[config.mk]
export PLATFORM = sky130hd
export DESIGN_NAME = output_sync_io_pins
export DESIGN_NICKNAME = d
export VERILOG_FILES = /design/src/hw/io_sync_pkg.sv /design/src/hw/output_sync_io_pins.sv /design/src/hw/sync_pin_filter.sv
export SDC_FILE = /design/constraint.sdc
export NUM_CORES = 1
export LEC_CHECK = 0
export BUFFER_PORTS_ARGS = -buffer_cell sky130_fd_sc_hd__buf_2
export CAP_MARGIN = 25
export CORE_MARGIN = 2
export CORE_UTILIZATION = 45
export CTS_CLUSTER_SIZE = 40
export DETAILED_ROUTE_END_ITERATION = 10
export SYNTH_ARGS = -nofsm -noshare
export SYNTH_HDL_FRONTEND = slang
export SYNTH_HIERARCHICAL = 1
export SYNTH_SLANG_ARGS = --single-unit
export TNS_END_PERCENT = 30
[constraint.sdc]
create_clock -name core_clk -period 4.5 [get_ports core_clk]
set_clock_uncertainty 0.2 [all_clocks]
set_input_delay 0.9 -clock core_clk [delete_from_list [all_inputs] [get_ports core_clk]]
set_output_delay 0.9 -clock core_clk [all_outputs]
set_load 0.1 [all_outputs]
[src/hw/io_sync_pkg.sv]
package io_sync_pkg;

   // Pin count and the role of each pin
   localparam int unsigned NUM_PINS     = 2;
   localparam int unsigned PIN_TURN_ON  = 0;
   localparam int unsigned PIN_TURN_OFF = 1;

   // Register bus geometry
   localparam int unsigned ADDR_W = 8;
   localparam int unsigned DATA_W = 32;
   localparam int unsigned PWM_W  = 16;

   // Register byte offsets
   localparam logic [7:0] REG_STATUS   = 8'h00;
   localparam logic [7:0] REG_CFG_BASE = 8'h04;
   localparam logic [7:0] CFG_STRIDE   = 8'h04;
   localparam logic [7:0] REG_PWM_BASE = 8'h0c;
   localparam logic [7:0] PWM_STRIDE   = 8'h08;
   localparam logic [7:0] PWM_DUTY_OFS = 8'h04;

   // Pin function codes
   typedef enum logic [1:0] {
      MODE_SYNC   = 2'h0,
      MODE_INPUT  = 2'h1,
      MODE_OUTPUT = 2'h2
   } pin_mode_t;

   // Per-pin setup word, low bits of the config register
   typedef struct packed {
      logic      pwm_sel;
      logic      level;
      logic      invert;
      pin_mode_t mode;
   } pin_cfg_t;

   localparam int unsigned CFG_W     = $bits(pin_cfg_t);
   localparam pin_cfg_t    CFG_RESET = '{pwm_sel: 1'b0, level: 1'b0,
                                         invert: 1'b0, mode: MODE_SYNC};

   // Status word, low bits of the status register
   typedef struct packed {
      logic [NUM_PINS-1:0] in_level;
      logic                out_on;
   } status_t;

   localparam int unsigned STAT_W = $bits(status_t);

   // Sync pulse low time and its cycle count
   localparam int unsigned CLK_PERIOD_PS    = 4000;
   localparam int unsigned SYNC_LOW_MIN_US  = 30;
   localparam int unsigned SYNC_LOW_MIN_CYC =
      (SYNC_LOW_MIN_US * 1000000 + CLK_PERIOD_PS - 1) / CLK_PERIOD_PS;

endpackage : io_sync_pkg

[src/hw/output_sync_io_pins.sv]
`timescale 1ns/100ps
// Contract
// turn-on pin: sync, input or output
// turn-off pin: sync, input or output
// per-pin polarity for in and out
// turn-on pin sends and hears pulses
// off-to-on change emits turn-on pulse
// turn-on pulse ignored when on
// turn-on pulse switches output on
// turn-off pin sends and hears pulses
// on-to-off change emits turn-off pulse
// turn-off pulse ignored when off
// turn-off pulse switches output off
// logical one drives low, inverted high
// logical zero drives high, inverted low
// output may carry configurable PWM
// input mode samples pin level
// sync pulses low at least 30us
// synchronise, filter width, one event
module output_sync_io_pins
   import io_sync_pkg::*;
#(
   // Minimum sync pulse width in cycles
   parameter int unsigned PULSE_CYCLES = SYNC_LOW_MIN_CYC,
   // PWM counter width
   parameter int unsigned PWM_BITS     = PWM_W
)
(
   // Clock and reset
   input  wire logic                core_clk,
   input  wire logic                reset,
   // Register port
   input  wire logic [ADDR_W-1:0]   reg_addr,
   input  wire logic [DATA_W-1:0]   reg_wdata,
   input  wire logic                reg_wr,
   input  wire logic                reg_rd,
   output logic      [DATA_W-1:0]   reg_rdata,
   // Front-panel switch requests
   input  wire logic                panel_on_req,
   input  wire logic                panel_off_req,
   // Output enable state
   output logic                     out_on,
   // Sync and general pins
   input  wire logic [NUM_PINS-1:0] pin_i,
   output logic      [NUM_PINS-1:0] pin_o,
   output logic      [NUM_PINS-1:0] pin_oe,
   // Sampled general input levels
   output logic      [NUM_PINS-1:0] gp_level
);

   // Output enable state
   logic                out_on_q;
   logic                out_on_d;

   // Registered read data
   logic [DATA_W-1:0]   rdata_q;

   // Per-pin setup and PWM values
   pin_cfg_t            cfg_q    [NUM_PINS];
   logic [PWM_BITS-1:0] period_q [NUM_PINS];
   logic [PWM_BITS-1:0] duty_q   [NUM_PINS];

   // Per-pin pin drivers
   logic [NUM_PINS-1:0] pin_o_q;
   logic [NUM_PINS-1:0] pin_oe_q;

   // Per-pin signals from the filters
   logic [NUM_PINS-1:0] in_lvl;     // Level after polarity
   logic [NUM_PINS-1:0] in_evt;     // Accepted sync pulse
   logic [NUM_PINS-1:0] tx_busy;    // Own pulse being driven
   logic [NUM_PINS-1:0] tx_send;    // Start own pulse
   logic [NUM_PINS-1:0] is_sync;    // Pin in sync function
   logic [NUM_PINS-1:0] pwm_level;  // PWM waveform per pin

   // Read contributions, OR-ed into one word
   logic [DATA_W-1:0]   pin_rd   [NUM_PINS];
   logic [DATA_W-1:0]   rd_or    [NUM_PINS+1];

   // Status word seen by software
   status_t             status;

   assign status.in_level = in_lvl;
   assign status.out_on   = out_on_q;

   // Flat map: status, one setup word per pin, then period and duty per pin.
   // Addresses compare in full, so an alias of a mapped word reads zero
   // and drops writes.
   // Status register decode
   wire stat_hit = (reg_addr == REG_STATUS);

   // Turn-on and turn-off side events
   // received pulse turns output on
   wire rx_on  = in_evt[PIN_TURN_ON] & is_sync[PIN_TURN_ON] & ~out_on_q;
   // received pulse turns output off
   wire rx_off = in_evt[PIN_TURN_OFF] & is_sync[PIN_TURN_OFF] & out_on_q;

   // A received pulse counts only while its pin is in sync function;
   // in input or output function the filter result is ignored here,
   // so a level input cannot toggle the output by accident.
   // Either source may switch the state
   wire go_on  = panel_on_req | rx_on;
   wire go_off = panel_off_req | rx_off;

   // A panel request and a received pulse may land in one cycle.
   // Turning off is taken when both ask, so an off is never lost
   // behind an on that arrived together with it.
   // Off wins a clash, the safer of the two outcomes.
   // turn-on pulse ignored when on
   // turn-off pulse ignored when off
   assign out_on_d = go_off ? 1'b0 : (go_on ? 1'b1 : out_on_q);

   // Own pulses follow the state change itself, whatever caused it,
   // so a pulse from a partner is passed on down a chain of linked
   // units. The partner ignores our echo because its own state
   // already matches.
   // pulse on off-to-on change
   assign tx_send[PIN_TURN_ON]  = is_sync[PIN_TURN_ON] & ~out_on_q & out_on_d;
   // pulse on on-to-off change
   assign tx_send[PIN_TURN_OFF] = is_sync[PIN_TURN_OFF] & out_on_q & ~out_on_d;

   // Reset leaves the output off; nothing is driven onto the pins
   // until the panel or a partner asks for a change, or software selects output function.
   // Output enable state register
   always_ff @(posedge core_clk)
   begin
      if (reset)
      begin
         out_on_q <= 1'b0;
      end
      else
      begin
         out_on_q <= out_on_d;
      end
   end

   // Per-pin logic, one copy for each pin
   genvar gi;
   generate
      for (gi = 0; gi < NUM_PINS; gi++)
      begin : g_pin

         // Each pin gets its own decode, setup words, PWM counter,
         // drive stage and input filter. The two pins differ only in
         // which state change they report and which they act on.
         // Register decode for this pin
         localparam logic [7:0] CFG_ADDR =
            8'(REG_CFG_BASE + CFG_STRIDE * gi);
         localparam logic [7:0] PER_ADDR =
            8'(REG_PWM_BASE + PWM_STRIDE * gi);
         localparam logic [7:0] DUTY_ADDR =
            8'(PER_ADDR + PWM_DUTY_OFS);

         wire cfg_hit  = (reg_addr == CFG_ADDR);
         wire per_hit  = (reg_addr == PER_ADDR);
         wire duty_hit = (reg_addr == DUTY_ADDR);

         // PWM counter
         logic [PWM_BITS-1:0] pwm_cnt_q;
         logic [PWM_BITS-1:0] pwm_cnt_d;
         logic                pwm_q;

         // Pin drive next values
         logic                drv_d;
         logic                oe_d;
         logic                logic_val;

         // turn-on pin function select
         // turn-off pin function select
         assign is_sync[gi] = (cfg_q[gi].mode == MODE_SYNC);

         // Read contribution, zero when not addressed
         assign pin_rd[gi] =
            cfg_hit  ? DATA_W'(cfg_q[gi])  :
            per_hit  ? DATA_W'(period_q[gi]) :
            duty_hit ? DATA_W'(duty_q[gi])   : '0;

         // Setup writes land at the strobe edge. A function change
         // reaches the pin one cycle later through the drive flops,
         // so a sync pulse in flight is cut short when software
         // leaves sync function in the middle of it.
         // Setup registers, written by software
         always_ff @(posedge core_clk)
         begin
            if (reset)
            begin
               cfg_q[gi]    <= CFG_RESET;
               period_q[gi] <= '0;
               duty_q[gi]   <= '0;
            end
            else if (reg_wr)
            begin
               if (cfg_hit)
                  cfg_q[gi] <= pin_cfg_t'(reg_wdata[CFG_W-1:0]);
               if (per_hit)
                  period_q[gi] <= reg_wdata[PWM_BITS-1:0];
               if (duty_hit)
                  duty_q[gi] <= reg_wdata[PWM_BITS-1:0];
            end
         end

         // The counter runs in every function, so switching to PWM
         // output needs no restart. Period and duty count core_clk
         // cycles. A non-zero duty not below the period keeps the value high.
         // period counter wraps at period
         assign pwm_cnt_d = (pwm_cnt_q + PWM_BITS'(1) >= period_q[gi])
                            ? '0 : pwm_cnt_q + PWM_BITS'(1);

         // PWM generator; a zero period gives a steady level, high for any non-zero duty
         always_ff @(posedge core_clk)
         begin
            if (reset)
            begin
               pwm_cnt_q <= '0;
               pwm_q     <= 1'b0;
            end
            else
            begin
               pwm_cnt_q <= pwm_cnt_d;
               // duty sets high share
               pwm_q     <= (pwm_cnt_q < duty_q[gi]);
            end
         end

         assign pwm_level[gi] = pwm_q;

         // Steady level and PWM share one path through the polarity
         // stage, so inversion treats both alike.
         // Logical output value, steady or PWM
         assign logic_val = cfg_q[gi].pwm_sel ? pwm_level[gi] : cfg_q[gi].level;

         // Sync pins are open-drain in style: idle they are released
         // and the pull-up of the wiring holds the line, so any unit
         // on it can pull it to the active level. Output function
         // drives both levels all the time.
         // Pin drive select per function
         always_comb
         begin
            drv_d = 1'b0;
            oe_d  = 1'b0;
            case (cfg_q[gi].mode)
               MODE_SYNC:
               begin
                  // turn-on pin drives its pulse
                  // turn-off pin drives its pulse
                  // active level follows polarity
                  drv_d = cfg_q[gi].invert;
                  oe_d  = tx_busy[gi];
               end
               MODE_OUTPUT:
               begin
                  // one drives low unless inverted
                  // zero drives high unless inverted
                  drv_d = ~(logic_val ^ cfg_q[gi].invert);
                  oe_d  = 1'b1;
               end
               MODE_INPUT:
               begin
                  // Pin left to the outside driver
                  drv_d = 1'b0;
                  oe_d  = 1'b0;
               end
               default:
               begin
                  // Unused code acts as an input
                  drv_d = 1'b0;
                  oe_d  = 1'b0;
               end
            endcase
         end

         // Registered drivers keep decode glitches off the pins, at
         // the cost of one cycle of latency after each change.
         // Pin drivers come from flip-flops
         always_ff @(posedge core_clk)
         begin
            if (reset)
            begin
               pin_o_q[gi]  <= 1'b0;
               pin_oe_q[gi] <= 1'b0;
            end
            else
            begin
               pin_o_q[gi]  <= drv_d;
               pin_oe_q[gi] <= oe_d;
            end
         end

         // The filter ignores the pin while our own pulse is driven,
         // so our pulse is never taken for a partner's. A partner
         // pulse that overlaps ours is lost, which does no harm as
         // both ends then already agree.
         // Synchroniser, width filter and pulse timer
         // pulse width both ways
         // filtered single events
         sync_pin_filter #(
            .PULSE_CYCLES (PULSE_CYCLES)
         ) u_filter (
            .core_clk (core_clk),
            .reset    (reset),
            .pin_raw  (pin_i[gi]),
            .invert   (cfg_q[gi].invert),
            .listen   (is_sync[gi]),
            .send     (tx_send[gi]),
            .level    (in_lvl[gi]),
            .event_p  (in_evt[gi]),
            .sending  (tx_busy[gi])
         );

         // Read word chain
         assign rd_or[gi+1] = rd_or[gi] | pin_rd[gi];

      end
   endgenerate

   // Read data is an OR of per-pin words; only the addressed word
   // is non-zero, so no priority mux is needed.
   // Status word starts the read chain
   assign rd_or[0] = stat_hit ? DATA_W'(status) : '0;

   // Read data falls back to zero outside the read cycle, so a stale
   // value is never mistaken for a fresh answer.
   // Read data stands one cycle after the strobe
   // Unmapped addresses read zero, writes there are dropped
   always_ff @(posedge core_clk)
   begin
      if (reset)
      begin
         rdata_q <= '0;
      end
      else if (reg_rd)
      begin
         rdata_q <= rd_or[NUM_PINS];
      end
      else
      begin
         rdata_q <= '0;
      end
   end

   // The sampled level is valid in every function; software also
   // reads it through the status word.
   // Outputs
   assign reg_rdata = rdata_q;
   assign out_on    = out_on_q;
   assign pin_o     = pin_o_q;
   assign pin_oe    = pin_oe_q;
   // sampled level, polarity applied
   assign gp_level  = in_lvl;

endmodule : output_sync_io_pins

[src/hw/sync_pin_filter.sv]
`timescale 1ns/100ps
module sync_pin_filter
   import io_sync_pkg::*;
#(
   parameter int unsigned PULSE_CYCLES = SYNC_LOW_MIN_CYC
)
(
   // Clock and reset
   input  wire logic core_clk,
   input  wire logic reset,
   // Raw pin and setup
   input  wire logic pin_raw,
   input  wire logic invert,
   input  wire logic listen,
   input  wire logic send,
   // Results
   output logic      level,
   output logic      event_p,
   output logic      sending
);

   localparam int unsigned   CW       = $clog2(PULSE_CYCLES + 1);
   localparam logic [CW-1:0] CNT_LAST = CW'(PULSE_CYCLES - 1);
   localparam logic [CW-1:0] CNT_LOAD = CW'(PULSE_CYCLES);

   logic          meta_q;   // First sync stage, read only by sync_q
   logic          sync_q;   // Pin level in core_clk domain
   logic [CW-1:0] hold_q;   // Active-level duration count
   logic [CW-1:0] hold_d;
   logic          seen_q;   // Pulse already reported
   logic          seen_d;
   logic [CW-1:0] tx_q;     // Remaining drive cycles
   logic [CW-1:0] tx_d;

   // Active level is low, or high when inverted
   wire active   = ~(sync_q ^ invert);
   // Own drive is ignored so we never hear our own pulse
   wire count_on = listen & active & ~sending;
   wire at_last  = (hold_q == CNT_LAST);
   // accept once width reached
   wire hit      = count_on & at_last & ~seen_q;

   // width counter saturates
   assign hold_d = !count_on ? '0 : (at_last ? hold_q : hold_q + CW'(1));
   // one event per pulse
   assign seen_d = count_on & (seen_q | hit);
   // drive for the minimum width
   assign tx_d   = send ? CNT_LOAD : ((tx_q != '0) ? tx_q - CW'(1) : '0);

   assign level   = sync_q ^ invert;
   assign event_p = hit;
   assign sending = (tx_q != '0);

   // two-stage synchroniser
   always_ff @(posedge core_clk)
   begin
      meta_q <= pin_raw;
      sync_q <= meta_q;
   end

   // Counters and pulse memory
   always_ff @(posedge core_clk)
   begin
      if (reset)
      begin
         hold_q <= '0;
         seen_q <= 1'b0;
         tx_q   <= '0;
      end
      else
      begin
         hold_q <= hold_d;
         seen_q <= seen_d;
         tx_q   <= tx_d;
      end
   end

endmodule : sync_pin_filter

==> flow_metrics.tcl <==
set metrics [dict create \
    fp-row-count 54 \
    synthTopCellsByArea "dfxtp_1, edfxtp_1, ha_1" \
    place_ws_ns 1.15 \
    start_util 0.455 \
    crit_path_end_kind "flip-flop" \
    finalMaxSlewViolations 0 \
    dr.pass1.iters 6 \
    critPathSlowestCell "a21oi_2" \
    root_buffer "clkbuf_16" \
    grt_pass1_vias 6797 \
    cts_hold_buf 0 \
    cp_max_fo 16 \
    fin_crit_sh 0.719 \
    grt_max_degree 38 \
    synth_top_area_frac 0.229 \
    finalWorstSetupSlack_ns 1.26 \
    worst_pin_slew_ns 0.935 \
    synth-main-ff-cell "dfxtp_1" \
    rsz0062_at_grt "no" \
    via_per_inst 5.24 \
    cts.clk_slew.worst_paths_ns 0.07 \
    crit_type "flip-flop to flip-flop" \
    routed_wl_um 21900 \
    die_x_um 152 \
    hold_viol 0 \
    finalSetupViolations 0 \
    whs_path_depth 0 \
    dp_cells 1295 \
    antenna_found_initial 0 \
    vdd_drop_max_v 0.000194 \
    cp-start-kind "flip-flop" \
    async_flop_share 0 \
    status "completed" \
    dp_hpwl_um 16000 \
    crit_required_ns 4.59 \
    synthCells 982 \
    overflow 0 \
    reg2reg_depth 10 \
    relSlewSlack 0.374 \
    grt_usage 0.192 \
    place_congestion 0.853 \
    cp_slowest_stage_delay_ns 0.63 \
    power_leakage_nw 4.61 \
    fmax_mhz 309 \
    ios 87 \
    cts-buffers-inserted 17 \
    nNetsFinal 1150 \
    synth_edf_count 74 \
    vias 6942 \
    cp_common_cell "o21ai_0" \
    synth_area_um2 9870 \
    fin_crit_ns 3.24 \
    hold_path.class "flip-flop to flip-flop" \
    synth_area_leader_cell "dfxtp_1" \
    clock-sinks 187 \
    dieArea_um2 23100 \
    htreeDepth 4 \
    crit_path_cell_trace "nand4_2 > or3_4 > nor3_2 > xor2_1 > ha_1 > o21ai_0 > o21ai_0 > a21oi_1 > a21oi_2 > nor2b_1" \
    synth_seq_area_share 0.454 \
    area_growth_pct 10.6 \
    grt_pass1_wl_um 35500 \
    final_cells 1326 \
    portBuffers 54 \
    synth_seq_cells 187 \
    maxCapViolCount 0 \
    design.core.area_um2 21700 \
    yosysWarnings 6 \
    clk_path_buf_depth 2 \
    synth_cell_type_count 75 \
    clock_latency_ns 0.43 \
    diodes 0 \
    cts_resized 0 \
    avgSynthCellArea_um2 10.1 \
    dieHeight_um 152 \
    drtIter0Drc 471 \
    drc 0 \
    cts_tree "built" \
    ant_nets 0 \
    drive_gt1_frac 0.128 \
    setup_tns_ns 0 \
    total_power_mw 4.47 \
    post-cts-setup-buffers 0 \
    wl_per_cell_um 16.5 \
    arrival_ns 3.32 \
    pwr_density_cell_nw_per_um2 409 \
]
==> final cells by class <==
type	count	area, µm²
Clock inverter	8	55.1
Fill cell	2028	10800
Clock buffer	23	510
Timing Repair Buffer	62	330
Sequential cell	187	4480
Tap cell	280	350
Inverter	77	289
Multi-Input combinational cell	689	4900
==> final timing paths <==
kind	from	end	slack, ns
worst min register to register	g_pin[1].u_filter/meta_q$_DFF_P_	g_pin[1].u_filter/sync_q$_DFF_P_	0.17
worst min-delay path	g_pin[1].u_filter/meta_q$_DFF_P_	g_pin[1].u_filter/sync_q$_DFF_P_	0.17
worst max-delay path	g_pin[0].pwm_cnt_q[5]$_SDFF_PP0_	g_pin[0].pwm_cnt_q[5]$_SDFF_PP0_	1.26
worst max register to register	g_pin[0].pwm_cnt_q[5]$_SDFF_PP0_	g_pin[0].pwm_cnt_q[5]$_SDFF_PP0_	1.26
==> state kept, by name (all words and copies together) (netlist names) <==
signal,cells
pin_o,2
g_pin.u_filter/sync_q,2
g_pin.u_filter/tx_q,26
g_pin.u_filter/meta_q,2
cfg_q,10
g_pin.u_filter/seen_q,2
g_pin.pwm_q,2
g_pin.pwm_cnt_q,32
period_q,32
duty_q,32
out_on,1
pin_oe,2
reg_rdata,16
g_pin.u_filter/hold_q,26
==> cell usage in the layout (no fill, tap or decap), types with 4 or more instances in the layout <==
cell type,synthesis,routed
dfxtp_1,113,113
and3_1,5,5
nand4_1,17,17
a211oi_1,12,12
or4_1,4,4
mux2i_1,17,17
o21ai_0,27,27
nand4b_1,4,4
a22oi_1,16,16
nor3_2,4,4
ha_1,68,68
nand3_1,28,28
nand2b_1,12,12
and2_1,77,77
nor3_1,16,16
clkbuf_16,0,19
inv_1,76,76
buf_2,12,54
nor2_1,93,93
and4_2,4,4
conb_1,1,16
or3_1,6,6
nor3b_1,13,13
o31ai_1,4,4
a21oi_1,27,27
nor4_1,5,5
a31oi_1,5,5
buf_4,17,8
xor2_1,47,47
nand2_1,42,42
edfxtp_1,74,74
xnor2_1,19,19
and4_1,9,9
nor2b_1,18,18
a21o_1,11,11
==> worst max-delay path, delay by kind of cell, from the launching register on <==
family | cells | cell delay [ns]
compound gates | 4 | 1.10
flops | 1 | 0.46
fa+ha+maj | 1 | 0.30
simple gates | 4 | 0.93
xor+xnor | 1 | 0.11
==> cell usage after synthesis, types with 13 or more instances <==
cell type and number:
clkbuf_1 13, a21oi_1 27, xnor2_1 19, a22oi_1 16
inv_1 76, nand3_1 28, nand4_1 17, nor3_1 16
o21ai_0 27, nor3b_1 13, dfxtp_1 113, mux2i_1 17
xor2_1 47, nor2b_1 18, buf_4 17, and2_1 77
nand2_1 42, nor2_1 93, ha_1 68, edfxtp_1 74
==> logic make-up after synthesis <==
group / after synthesis / share of synthesized area
adder cells (fa/ha/maj): 68 / 0.0862
flip-flops: 187 / 0.454
buffers and inverters: 121 / 0.0555
AND/OR/NAND/NOR: 387 / 0.234
other: 1 / 0.000380
multiplexers: 20 / 0.0207
XOR/XNOR: 66 / 0.0585
AO/OA/AOI/OAI: 132 / 0.0906
==> stage by stage <==
step | area (µm²) | hold slack [ns] | util
detailed placement | 10400 | 0.169 | 0.477
floorplan | 9930 | 0.110 | -
global route | 10900 | 0.183 | 0.503
finish | 10900 | 0.169 | 0.503
global placement | 10400 | 0.163 | 0.477
CTS | 10900 | 0.187 | 0.503
==> power by group <==
group | internal (mW) | switching [mW] | leakage (nW) | total [mW]
combinational | 0.365 | 0.579 | 2.71 | 0.944
clock | 0.804 | 0.655 | 0.285 | 1.46
sequential | 1.91 | 0.158 | 1.62 | 2.06
==> routing by layer <==
metal  track usage  vias up  part of all wire
li1              -     3516                 -
met4        0.0583        0             0.016
met5             0        -                 0
met3        0.0322       21             0.025
met2         0.320      112              0.49
met1         0.256     3293              0.47
Power figures use the tool's default switching activity.
